`config.mk`:
```
export PLATFORM = sky130hd
export DESIGN_NAME = mgr_top
export DESIGN_NICKNAME = d
export VERILOG_FILES = /design/src/hw/mgr_pkg.sv /design/src/hw/mgr_coil_pulse.sv /design/src/hw/mgr_top.sv
export VERILOG_INCLUDE_DIRS = /design/src /design/src/hw
export SDC_FILE = /design/constraint.sdc
export NUM_CORES = 1
export LEC_CHECK = 0
export BUFFER_PORTS_ARGS = -buffer_cell sky130_fd_sc_hd__buf_2
export CAP_MARGIN = 30
export CORE_AREA = 2 2 112 114
export DETAILED_ROUTE_END_ITERATION = 8
export DIE_AREA = 0 0 114 116
export GPL_TIMING_DRIVEN = 0
export PLACE_DENSITY_LB_ADDON = 0.3
export SLEW_MARGIN = 20
export SYNTH_ARGS = -nofsm -noshare
export SYNTH_HDL_FRONTEND = slang
export SYNTH_SLANG_ARGS = --single-unit
```
`constraint.sdc`:
```
create_clock -name clock -period 5.6 [get_ports clock]
set_input_delay 1.12 -clock clock [delete_from_list [all_inputs] [get_ports clock]]
set_output_delay 1.12 -clock clock [all_outputs]
set_load 0.005 [all_outputs]
```
`src/hw/mgr_params.svh`:
```
// constants of the magnetometer readout and measurement control block
`ifndef MGR_PARAMS_SVH
`define MGR_PARAMS_SVH

// register offsets
`define MGR_ADDR_X_HIGH     8'h00
`define MGR_ADDR_X_MID      8'h01
`define MGR_ADDR_Y_HIGH     8'h02
`define MGR_ADDR_Y_MID      8'h03
`define MGR_ADDR_Z_HIGH     8'h04
`define MGR_ADDR_Z_MID      8'h05
`define MGR_ADDR_LOW_BITS   8'h06
`define MGR_ADDR_TEMP       8'h07
`define MGR_ADDR_STATUS     8'h08
`define MGR_ADDR_CTRL       8'h09

// status bit positions
`define MGR_ST_FIELD_DONE   0
`define MGR_ST_TEMP_DONE    1
`define MGR_ST_OTP_DONE     4

// control bit positions
`define MGR_CT_START_FIELD  0
`define MGR_CT_START_TEMP   1
`define MGR_CT_INT_EN       2
`define MGR_CT_SET_PULSE    3
`define MGR_CT_RESET_PULSE  4
`define MGR_CT_AUTO_PULSE   5
`define MGR_CT_OTP_RELOAD   6

// widths and reset values
`define MGR_AXIS_W          18
`define MGR_TEMP_W          8
`define MGR_BYTE_ZERO       8'h00
`define MGR_LOW_PAD         2'h0

// coil pulse timing, least time so round up
`define MGR_CLOCK_NS        10
`define MGR_COIL_PULSE_NS   500
`define MGR_COIL_CYCLES     ((`MGR_COIL_PULSE_NS + `MGR_CLOCK_NS - 1) / `MGR_CLOCK_NS)
`define MGR_COIL_CNT_W      6

`endif

```
`src/hw/mgr_pkg.sv`:
```
// types of the magnetometer readout and measurement control block
`include "mgr_params.svh"

package mgr_pkg;

    // measurement sequencer states
    typedef enum logic [2:0] {
        MGR_IDLE,
        MGR_COIL_MAN,
        MGR_COIL_AUTO,
        MGR_FIELD,
        MGR_TEMP,
        MGR_OTP
    } mgr_seq_t;

    // whole state of the register and sequencer module
    typedef struct packed {
        mgr_seq_t                  seq;
        logic [`MGR_AXIS_W-1:0]    x;
        logic [`MGR_AXIS_W-1:0]    y;
        logic [`MGR_AXIS_W-1:0]    z;
        logic [`MGR_TEMP_W-1:0]    temp;
        logic                      field_done;
        logic                      temp_done;
        logic                      otp_done;
        logic                      field_pend;
        logic                      temp_pend;
        logic                      start_field;
        logic                      start_temp;
        logic                      int_en;
        logic                      set_req;
        logic                      reset_req;
        logic                      auto_en;
        logic                      otp_req;
        logic                      fired_set;
        logic                      go_set;
        logic                      go_reset;
        logic [7:0]                rdata;
        logic                      rvalid;
        logic                      int_out;
        logic                      int_oe;
        logic                      afe_field_start;
        logic                      afe_temp_start;
        logic                      otp_start;
    } mgr_state_t;

    // whole state of the coil pulse timer
    typedef struct packed {
        logic [`MGR_COIL_CNT_W-1:0] cnt;
        logic                       active;
        logic                       coil_set;
        logic                       coil_reset;
        logic                       done;
    } mgr_pulse_state_t;

endpackage

```
`src/hw/mgr_coil_pulse.sv`:
```
// coil current pulse timer for set and reset polarity pulses
`timescale 1ns/100ps
`include "mgr_params.svh"

module mgr_coil_pulse (
    input  wire logic clock,
    input  wire logic rst_b,
    input  wire logic clk_en,
    input  wire logic go_set,
    input  wire logic go_reset,
    output logic      coil_set,
    output logic      coil_reset,
    output logic      done
);

    localparam logic [`MGR_COIL_CNT_W-1:0] LAST = `MGR_COIL_CNT_W'(`MGR_COIL_CYCLES - 1);

    mgr_pkg::mgr_pulse_state_t s;
    mgr_pkg::mgr_pulse_state_t next_s;

    ////////////////////////////////////////////////////////////////////////////////
    // pulse runs a fixed count; requests that arrive while the coil is busy are dropped
    always_comb begin
        next_s      = s;
        next_s.done = 1'b0;
        if (s.active) begin
            if (s.cnt == LAST) begin
                next_s.active     = 1'b0;
                next_s.coil_set   = 1'b0;
                next_s.coil_reset = 1'b0;
                next_s.done       = 1'b1;
            end else begin
                next_s.cnt = s.cnt + 1'b1;
            end
        end else if (go_set) begin
            next_s.active   = 1'b1;
            next_s.cnt      = '0;
            next_s.coil_set = 1'b1;
        end else if (go_reset) begin
            next_s.active     = 1'b1;
            next_s.cnt        = '0;
            next_s.coil_reset = 1'b1;
        end
    end

    // state register, frozen while the enable is low
    always_ff @(posedge clock) begin
        if (!rst_b) begin
            s <= '0;
        end else if (clk_en) begin
            s <= next_s;
        end
    end

    assign coil_set   = s.coil_set;
    assign coil_reset = s.coil_reset;
    assign done       = s.done;

    ////////////////////////////////////////////////////////////////////////////////
    // helper: length of the current coil pulse in enabled cycles
    logic [7:0] hi_cnt;
    always_ff @(posedge clock) begin
        if (!rst_b) begin
            hi_cnt <= 8'h00;
        end else if (clk_en) begin
            hi_cnt <= (next_s.coil_set || next_s.coil_reset) ? hi_cnt + 8'h01 : 8'h00;
        end
    end

    a_coil_width: assert property (@(posedge clock) disable iff (!rst_b)
        (clk_en && s.active && s.cnt == LAST) |-> (hi_cnt == 8'(`MGR_COIL_CYCLES)))
        else $error("coil pulse length wrong");

    a_coil_exclusive: assert property (@(posedge clock) disable iff (!rst_b)
        !(s.coil_set && s.coil_reset) && (!(s.coil_set || s.coil_reset) || s.active))
        else $error("both coil polarities driven");

endmodule

```
`src/hw/mgr_top.sv`:
```
// register file and measurement sequencer of the magnetometer readout
`timescale 1ns/100ps
`include "mgr_params.svh"
// Notes on behaviour
// - x result split high, mid, low bits
// - y result split high, mid, low bits
// - z result split high, mid, low bits
// - temperature is unsigned eight-bit code
// - field done clears on command, sets at end
// - temp done clears on command, sets at end
// - writing one to done clears interrupt
// - status bit four set after successful trim load
// - field start bit self-clears at end
// - temp start bit self-clears at end
// - enabled interrupt fires on conversion end
// - set pulse drives coil 500 ns
// - reset pulse drives coil 500 ns
// - auto polarity pulse before each field conversion
// - trim reload bit clears when refreshed
// - interrupt active high, undriven until enabled
// - slave only, answers host accesses

module mgr_top (
    input  wire logic                   clock,
    input  wire logic                   rst_b,
    input  wire logic                   clk_en,
    input  wire logic [7:0]             reg_addr,
    input  wire logic [7:0]             reg_wdata,
    input  wire logic                   reg_write,
    input  wire logic                   reg_read,
    output logic      [7:0]             reg_rdata,
    output logic                        reg_rvalid,
    output logic                        afe_field_start,
    input  wire logic                   afe_field_done,
    input  wire logic [`MGR_AXIS_W-1:0] afe_x,
    input  wire logic [`MGR_AXIS_W-1:0] afe_y,
    input  wire logic [`MGR_AXIS_W-1:0] afe_z,
    output logic                        afe_temp_start,
    input  wire logic                   afe_temp_done,
    input  wire logic [`MGR_TEMP_W-1:0] afe_temp,
    output logic                        otp_start,
    input  wire logic                   otp_done,
    input  wire logic                   otp_ok,
    output logic                        coil_set,
    output logic                        coil_reset,
    output logic                        int_out,
    output logic                        int_oe
);

    mgr_pkg::mgr_state_t s;
    mgr_pkg::mgr_state_t next_s;
    logic                pulse_done;

    ////////////////////////////////////////////////////////////////////////////////
    // coil pulse timer
    mgr_coil_pulse u_pulse (
        .clock      (clock),
        .rst_b      (rst_b),
        .clk_en     (clk_en),
        .go_set     (s.go_set),
        .go_reset   (s.go_reset),
        .coil_set   (coil_set),
        .coil_reset (coil_reset),
        .done       (pulse_done)
    );

    // conversion end events, used only by the checks below, and status and control write strobes
    logic field_end;
    logic temp_end;
    logic wr_status;
    logic wr_ctrl;
    assign field_end = (s.seq == mgr_pkg::MGR_FIELD) && afe_field_done;
    assign temp_end  = (s.seq == mgr_pkg::MGR_TEMP) && afe_temp_done;
    assign wr_status = reg_write && (reg_addr == `MGR_ADDR_STATUS);
    assign wr_ctrl   = reg_write && (reg_addr == `MGR_ADDR_CTRL);

    ////////////////////////////////////////////////////////////////////////////////
    // next state: register writes, then sequencer; hardware sets come last so they win
    always_comb begin
        next_s                 = s;
        next_s.go_set          = 1'b0;
        next_s.go_reset        = 1'b0;
        next_s.afe_field_start = 1'b0;
        next_s.afe_temp_start  = 1'b0;
        next_s.otp_start       = 1'b0;
        next_s.rvalid          = 1'b0;

        // status write: a one clears only the pending interrupt, not the done flag
        if (wr_status) begin
            if (reg_wdata[`MGR_ST_FIELD_DONE]) begin
                next_s.field_pend = 1'b0;
            end
            if (reg_wdata[`MGR_ST_TEMP_DONE]) begin
                next_s.temp_pend = 1'b0;
            end
        end

        // control write: action bits only set, configuration bits follow the write
        if (wr_ctrl) begin
            next_s.int_en  = reg_wdata[`MGR_CT_INT_EN];
            next_s.auto_en = reg_wdata[`MGR_CT_AUTO_PULSE];
            if (reg_wdata[`MGR_CT_START_FIELD]) begin
                next_s.start_field = 1'b1;
                next_s.field_done  = 1'b0;
            end
            if (reg_wdata[`MGR_CT_START_TEMP]) begin
                next_s.start_temp = 1'b1;
                next_s.temp_done  = 1'b0;
            end
            if (reg_wdata[`MGR_CT_SET_PULSE]) begin
                next_s.set_req = 1'b1;
            end
            if (reg_wdata[`MGR_CT_RESET_PULSE]) begin
                next_s.reset_req = 1'b1;
            end
            if (reg_wdata[`MGR_CT_OTP_RELOAD]) begin
                next_s.otp_req = 1'b1;
            end
        end

        // sequencer
        case (s.seq)
            mgr_pkg::MGR_IDLE: begin
                // field first if the host breaks the one-at-a-time contract
                if (s.start_field) begin
                    if (s.auto_en) begin
                        next_s.go_set = 1'b1;
                        next_s.seq    = mgr_pkg::MGR_COIL_AUTO;
                    end else begin
                        next_s.afe_field_start = 1'b1;
                        next_s.seq             = mgr_pkg::MGR_FIELD;
                    end
                end else if (s.start_temp) begin
                    next_s.afe_temp_start = 1'b1;
                    next_s.seq            = mgr_pkg::MGR_TEMP;
                end else if (s.set_req) begin
                    next_s.go_set    = 1'b1;
                    next_s.fired_set = 1'b1;
                    next_s.seq       = mgr_pkg::MGR_COIL_MAN;
                end else if (s.reset_req) begin
                    next_s.go_reset  = 1'b1;
                    next_s.fired_set = 1'b0;
                    next_s.seq       = mgr_pkg::MGR_COIL_MAN;
                end else if (s.otp_req) begin
                    next_s.otp_start = 1'b1;
                    next_s.seq       = mgr_pkg::MGR_OTP;
                end
            end
            mgr_pkg::MGR_COIL_MAN: begin
                if (pulse_done) begin
                    if (s.fired_set) begin
                        next_s.set_req = 1'b0;
                    end else begin
                        next_s.reset_req = 1'b0;
                    end
                    next_s.seq = mgr_pkg::MGR_IDLE;
                end
            end
            mgr_pkg::MGR_COIL_AUTO: begin
                if (pulse_done) begin
                    next_s.afe_field_start = 1'b1;
                    next_s.seq             = mgr_pkg::MGR_FIELD;
                end
            end
            mgr_pkg::MGR_FIELD: begin
                if (afe_field_done) begin
                    // one capture for all axes keeps a sample consistent
                    next_s.x           = afe_x;
                    next_s.y           = afe_y;
                    next_s.z           = afe_z;
                    next_s.field_done  = 1'b1;
                    next_s.field_pend  = 1'b1;
                    next_s.start_field = 1'b0;
                    next_s.seq         = mgr_pkg::MGR_IDLE;
                end
            end
            mgr_pkg::MGR_TEMP: begin
                if (afe_temp_done) begin
                    next_s.temp       = afe_temp;
                    next_s.temp_done  = 1'b1;
                    next_s.temp_pend  = 1'b1;
                    next_s.start_temp = 1'b0;
                    next_s.seq        = mgr_pkg::MGR_IDLE;
                end
            end
            mgr_pkg::MGR_OTP: begin
                if (otp_done) begin
                    next_s.otp_done = otp_ok;
                    next_s.otp_req  = 1'b0;
                    next_s.seq      = mgr_pkg::MGR_IDLE;
                end
            end
            default: begin
                next_s.seq = mgr_pkg::MGR_IDLE;
            end
        endcase

        // read answer one cycle after the strobe; the block never starts a transfer
        if (reg_read) begin
            next_s.rvalid = 1'b1;
            if (reg_addr == `MGR_ADDR_X_HIGH) begin
                next_s.rdata = s.x[17:10];
            end else if (reg_addr == `MGR_ADDR_X_MID) begin
                next_s.rdata = s.x[9:2];
            end else if (reg_addr == `MGR_ADDR_Y_HIGH) begin
                next_s.rdata = s.y[17:10];
            end else if (reg_addr == `MGR_ADDR_Y_MID) begin
                next_s.rdata = s.y[9:2];
            end else if (reg_addr == `MGR_ADDR_Z_HIGH) begin
                next_s.rdata = s.z[17:10];
            end else if (reg_addr == `MGR_ADDR_Z_MID) begin
                next_s.rdata = s.z[9:2];
            end else if (reg_addr == `MGR_ADDR_LOW_BITS) begin
                next_s.rdata = {s.x[1:0], s.y[1:0], s.z[1:0], `MGR_LOW_PAD};
            end else if (reg_addr == `MGR_ADDR_TEMP) begin
                next_s.rdata = s.temp;
            end else if (reg_addr == `MGR_ADDR_STATUS) begin
                next_s.rdata                     = `MGR_BYTE_ZERO;
                next_s.rdata[`MGR_ST_FIELD_DONE] = s.field_done;
                next_s.rdata[`MGR_ST_TEMP_DONE]  = s.temp_done;
                next_s.rdata[`MGR_ST_OTP_DONE]   = s.otp_done;
            end else begin
                // control is write only; unmapped reads answer zero
                next_s.rdata = `MGR_BYTE_ZERO;
            end
        end

        // interrupt pin: level while a pending flag stands and the enable is set
        next_s.int_out = next_s.int_en && (next_s.field_pend || next_s.temp_pend);
        next_s.int_oe  = next_s.int_en;
    end

    // state register, frozen while the enable is low
    always_ff @(posedge clock) begin
        if (!rst_b) begin
            s <= '0;
        end else if (clk_en) begin
            s <= next_s;
        end
    end

    ////////////////////////////////////////////////////////////////////////////////
    // outputs, all straight from the state register
    assign reg_rdata       = s.rdata;
    assign reg_rvalid      = s.rvalid;
    assign afe_field_start = s.afe_field_start;
    assign afe_temp_start  = s.afe_temp_start;
    assign otp_start       = s.otp_start;
    assign int_out         = s.int_out;
    assign int_oe          = s.int_oe;

    ////////////////////////////////////////////////////////////////////////////////
    // checks
    a_axis_capture: assert property (@(posedge clock) disable iff (!rst_b)
        (clk_en && field_end) |=> (s.field_done && s.x == $past(afe_x)
            && s.y == $past(afe_y) && s.z == $past(afe_z) && !s.start_field))
        else $error("axis capture or flag wrong at field end");

    a_field_clear: assert property (@(posedge clock) disable iff (!rst_b)
        (clk_en && wr_ctrl && reg_wdata[`MGR_CT_START_FIELD] && !field_end)
            |=> !s.field_done)
        else $error("field done not cleared by command");

    a_temp_end: assert property (@(posedge clock) disable iff (!rst_b)
        (clk_en && temp_end) |=> (s.temp_done && !s.start_temp && s.temp == $past(afe_temp)))
        else $error("temperature end handling wrong");

    a_irq_clear: assert property (@(posedge clock) disable iff (!rst_b)
        (clk_en && wr_status && reg_wdata[`MGR_ST_FIELD_DONE] && !field_end)
            |=> (!s.field_pend && s.field_done == $past(s.field_done)))
        else $error("interrupt clear wrong");

    a_int_level: assert property (@(posedge clock) disable iff (!rst_b)
        (clk_en && s.int_en && s.field_pend && !wr_status && !wr_ctrl) |=> int_out)
        else $error("interrupt dropped while pending");

    a_int_hiz: assert property (@(posedge clock) disable iff (!rst_b)
        !int_oe |-> !int_out)
        else $error("interrupt pin driven while disabled");

    a_int_enable: assert property (@(posedge clock) disable iff (!rst_b)
        (clk_en && wr_ctrl) |=> (int_oe == $past(reg_wdata[`MGR_CT_INT_EN])))
        else $error("interrupt pin enable does not follow control write");

    a_auto_pulse: assert property (@(posedge clock) disable iff (!rst_b)
        (clk_en && s.seq == mgr_pkg::MGR_IDLE && s.start_field && s.auto_en)
            |=> (s.go_set && s.seq == mgr_pkg::MGR_COIL_AUTO))
        else $error("auto pulse not issued");

    a_otp_done: assert property (@(posedge clock) disable iff (!rst_b)
        (clk_en && s.seq == mgr_pkg::MGR_OTP && otp_done)
            |=> (s.otp_done == $past(otp_ok) && !s.otp_req))
        else $error("trim load status wrong");

    a_read_answer: assert property (@(posedge clock) disable iff (!rst_b)
        clk_en |=> (s.rvalid == $past(reg_read)))
        else $error("answer without request");

endmodule

```
==> impl_metrics.tcl <==
set metrics [dict create \
    drv_slew 0 \
    core-area_um2 11900 \
    synth_top_family_by_area "simple AND/OR/NAND/NOR gates" \
    powerDensity_nw_per_um2 256 \
    cts_tree "done" \
    dp_hpwl_um 10300 \
    p_total_uw 1440 \
    power.leakage_uw 0.00213 \
    final_common_cell "nand2_1" \
    synth-edff-count 0 \
    hold_class "register to register" \
    grt_usage_pct 20.2 \
    htreeDepth 3 \
    required_ns 5.82 \
    hold_buffers 0 \
    io_pins 103 \
    gr-total-overflow 0 \
    yosys_warnings 0 \
    fill_cells 1190 \
    cts_resized 0 \
    clkTransAtPathRegs_ns 0.08 \
    postRouteAntennaNets 0 \
    ys.flop_type "dfxtp_1" \
    cts_buffers 9 \
    muxShareOfSynthArea_pct 7.20 \
    fp-row-count 40 \
    syn_inst 576 \
    worstSetupStartpointType "primary input" \
    grt_pass1_wl_um 20600 \
    fin_util_pct 47.3 \
    crit_arrival_ns 2.85 \
    start_util_pct 39.2 \
    clock_path_buffers 2 \
    end_kind "register" \
    ys_ff_latch 103 \
    synth_cell_types 62 \
    crit_type "primary input to register" \
    diodes 0 \
    clock_latency_ns 0.35 \
    nets 773 \
    cts_setup_buffers 0 \
    fp.dieW_um 114 \
    status "finished, final reports clean" \
    mostFrequentLayoutCells "nand2_1, buf_2, dfxtp_1, a21oi_1, nor2_1" \
    ir_drop_mv 0.115 \
    die_height_um 116 \
    maxSlewHeadroom_pct 56.2 \
    synth_compound_area_share_pct 18.3 \
    finalHoldViolations 0 \
    viasPerCell 5.21 \
    p_int_uw 1090 \
    syn_area_per_cell_um2 8.11 \
    met2_wirelength_um 6120 \
    multi_input_area_um2 2340 \
    fmax_mhz 381 \
    die-area_um2 13200 \
    antenna_found_initial 0 \
    num_vias 4355 \
    share_seq_of_total_power_pct 51.0 \
    drive_above_1_share_pct 22.4 \
    fin_crit_sh_pct 46.9 \
    p_comb_share_pct 6.8 \
    wl_met3_um 815 \
    cts_root_buf "clkbuf_16" \
    finalCriticalPeriod_ns 2.62 \
    fin_setup_tns_ns 0 \
    routedLengthMet1_um 6090 \
    drc 0 \
    ys_seq_area_share_pct 44.1 \
    syn_nets 665 \
    gp_congestion 0.877 \
    port-buffer-count 97 \
    critPathMaxFanout 8 \
    grt_setup_unrepaired "false" \
    synth-simple-area-share_pct 23.0 \
    tightest_slew_ns 0.651 \
    p_sw_uw 355 \
    drt_first_pass_iters 6 \
    async_flop_share_pct 0 \
    pwr-share-clk_pct 42.2 \
    drv_cap 0 \
    synth.cell_area_um2 4670 \
    swShare_pct 24.7 \
    wire_per_inst_um 15.9 \
    fin_skew_ns 0.00974 \
    clock_sinks 103 \
    highest_layer "met4" \
    drt_iter0_markers 295 \
    regArea_um2 2060 \
    synth-xor-area-share_pct 0.937 \
    grt_pass1_vias 4071 \
    area_growth_pct 20.5 \
    grt_max_degree 20 \
    wirelength_um 13300 \
    synth_adder_area_share_pct 0.536 \
    finalSetupViolCount 0 \
]
-- power by group through the flow --
stage          clock (uW)  sequential [uW]  combinational [uW]
2_1_floorplan           0              752                47.3
3_3_place_gp            0              752                96.6
3_5_place_dp            0              752                97.3
4_1_cts               615              735                97.8
5_1_grt               647              735                 106
6_report              608              735                97.9
-- synth_stat cells (all sizes together) (3+ instances only) --
| library cell | count | area share [%] |
|---|---|---|
| nor3b | 3 | 0.48 |
| a221o | 3 | 0.64 |
| mux4 | 5 | 2.4 |
| xor2 | 5 | 0.94 |
| mux2 | 3 | 0.72 |
| o31ai | 7 | 1.1 |
| dfxtp | 103 | 44 |
| nor2 | 46 | 3.7 |
| nand2 | 140 | 11 |
| buf | 22 | 2.9 |
| nand4 | 4 | 0.54 |
| nand2b | 5 | 0.83 |
| o21ai | 17 | 1.8 |
| a211oi | 6 | 1.1 |
| nor2b | 7 | 0.94 |
| nor4 | 3 | 0.72 |
| nor3 | 9 | 0.96 |
| clkbuf | 23 | 1.8 |
| a22oi | 3 | 0.48 |
| nand3 | 7 | 0.75 |
| a21oi | 80 | 8.6 |
| and3 | 5 | 0.67 |
| mux2i | 19 | 4.1 |
| a21o | 3 | 0.48 |
| inv | 13 | 1.0 |
-- logic make-up (layout without fill, tap and decap cells) --
family | count (synthesis) | in the layout
flip-flops | 103 | 103
AO/OA/AOI/OAI | 140 | 140
AND/OR/NAND/NOR | 240 | 240
multiplexers | 27 | 27
adder cells (fa/ha/maj) | 2 | 2
buffers and inverters | 59 | 172
XOR/XNOR | 5 | 5
-- layout make-up --
cell class	count	area share, %
Timing Repair Buffer	97	8.62
Tap cell	147	3.27
Sequential cell	103	36.6
Multi-Input combinational cell	414	41.5
Buffer	45	3.93
Inverter	14	0.934
Clock buffer	9	4.00
Clock inverter	7	1.11
-- layer usage --
layer | vias up | global-route usage, %
met5 | - | 0
met2 | 132 | 32.3
met3 | 16 | 3.92
met4 | 0 | 7.64
met1 | 2015 | 27.2
li1 | 2192 | -
-- critical path, cell delays in order --
cell     delay [ns]
buf_2          0.10
or4_4          0.53
buf_6          0.16
nor4_4         0.57
nand2_2        0.14
a21oi_1        0.18
nor2_1         0.05
-- flip-flops by register name, indices dropped and copies added (netlist names) --
name                flops
u_pulse.s               7
afe_temp_start          1
u_pulse.coil_reset      1
u_pulse.coil_set        1
int_out                 1
s                      79
afe_field_start         1
int_oe                  1
reg_rdata               8
reg_rvalid              1
otp_start               1
u_pulse.done            1
-- final timing paths --
path                    start  endpoint  slack (ns)  cells after the start
hold / removal          s[45]     s[45]        0.46                      2
setup / recovery  reg_addr[5]     s[28]        2.98                      7
hold reg to reg         s[45]     s[45]        0.46                      2
setup reg to reg        s[91]     s[44]        3.63                      6
-- per-stage QoR --
step	cell area (um2)	hold WS (ns)	setup WS, ns	std cells
floorplan	4670	0.426	2.96	576
global placement	5340	0.440	2.61	820
detailed placement	5340	0.447	2.59	820
CTS	5630	0.458	2.94	836
global route	5630	0.482	2.87	836
finish	5630	0.456	2.98	836
No activity file was read; power rests on OpenSTA's default activity.
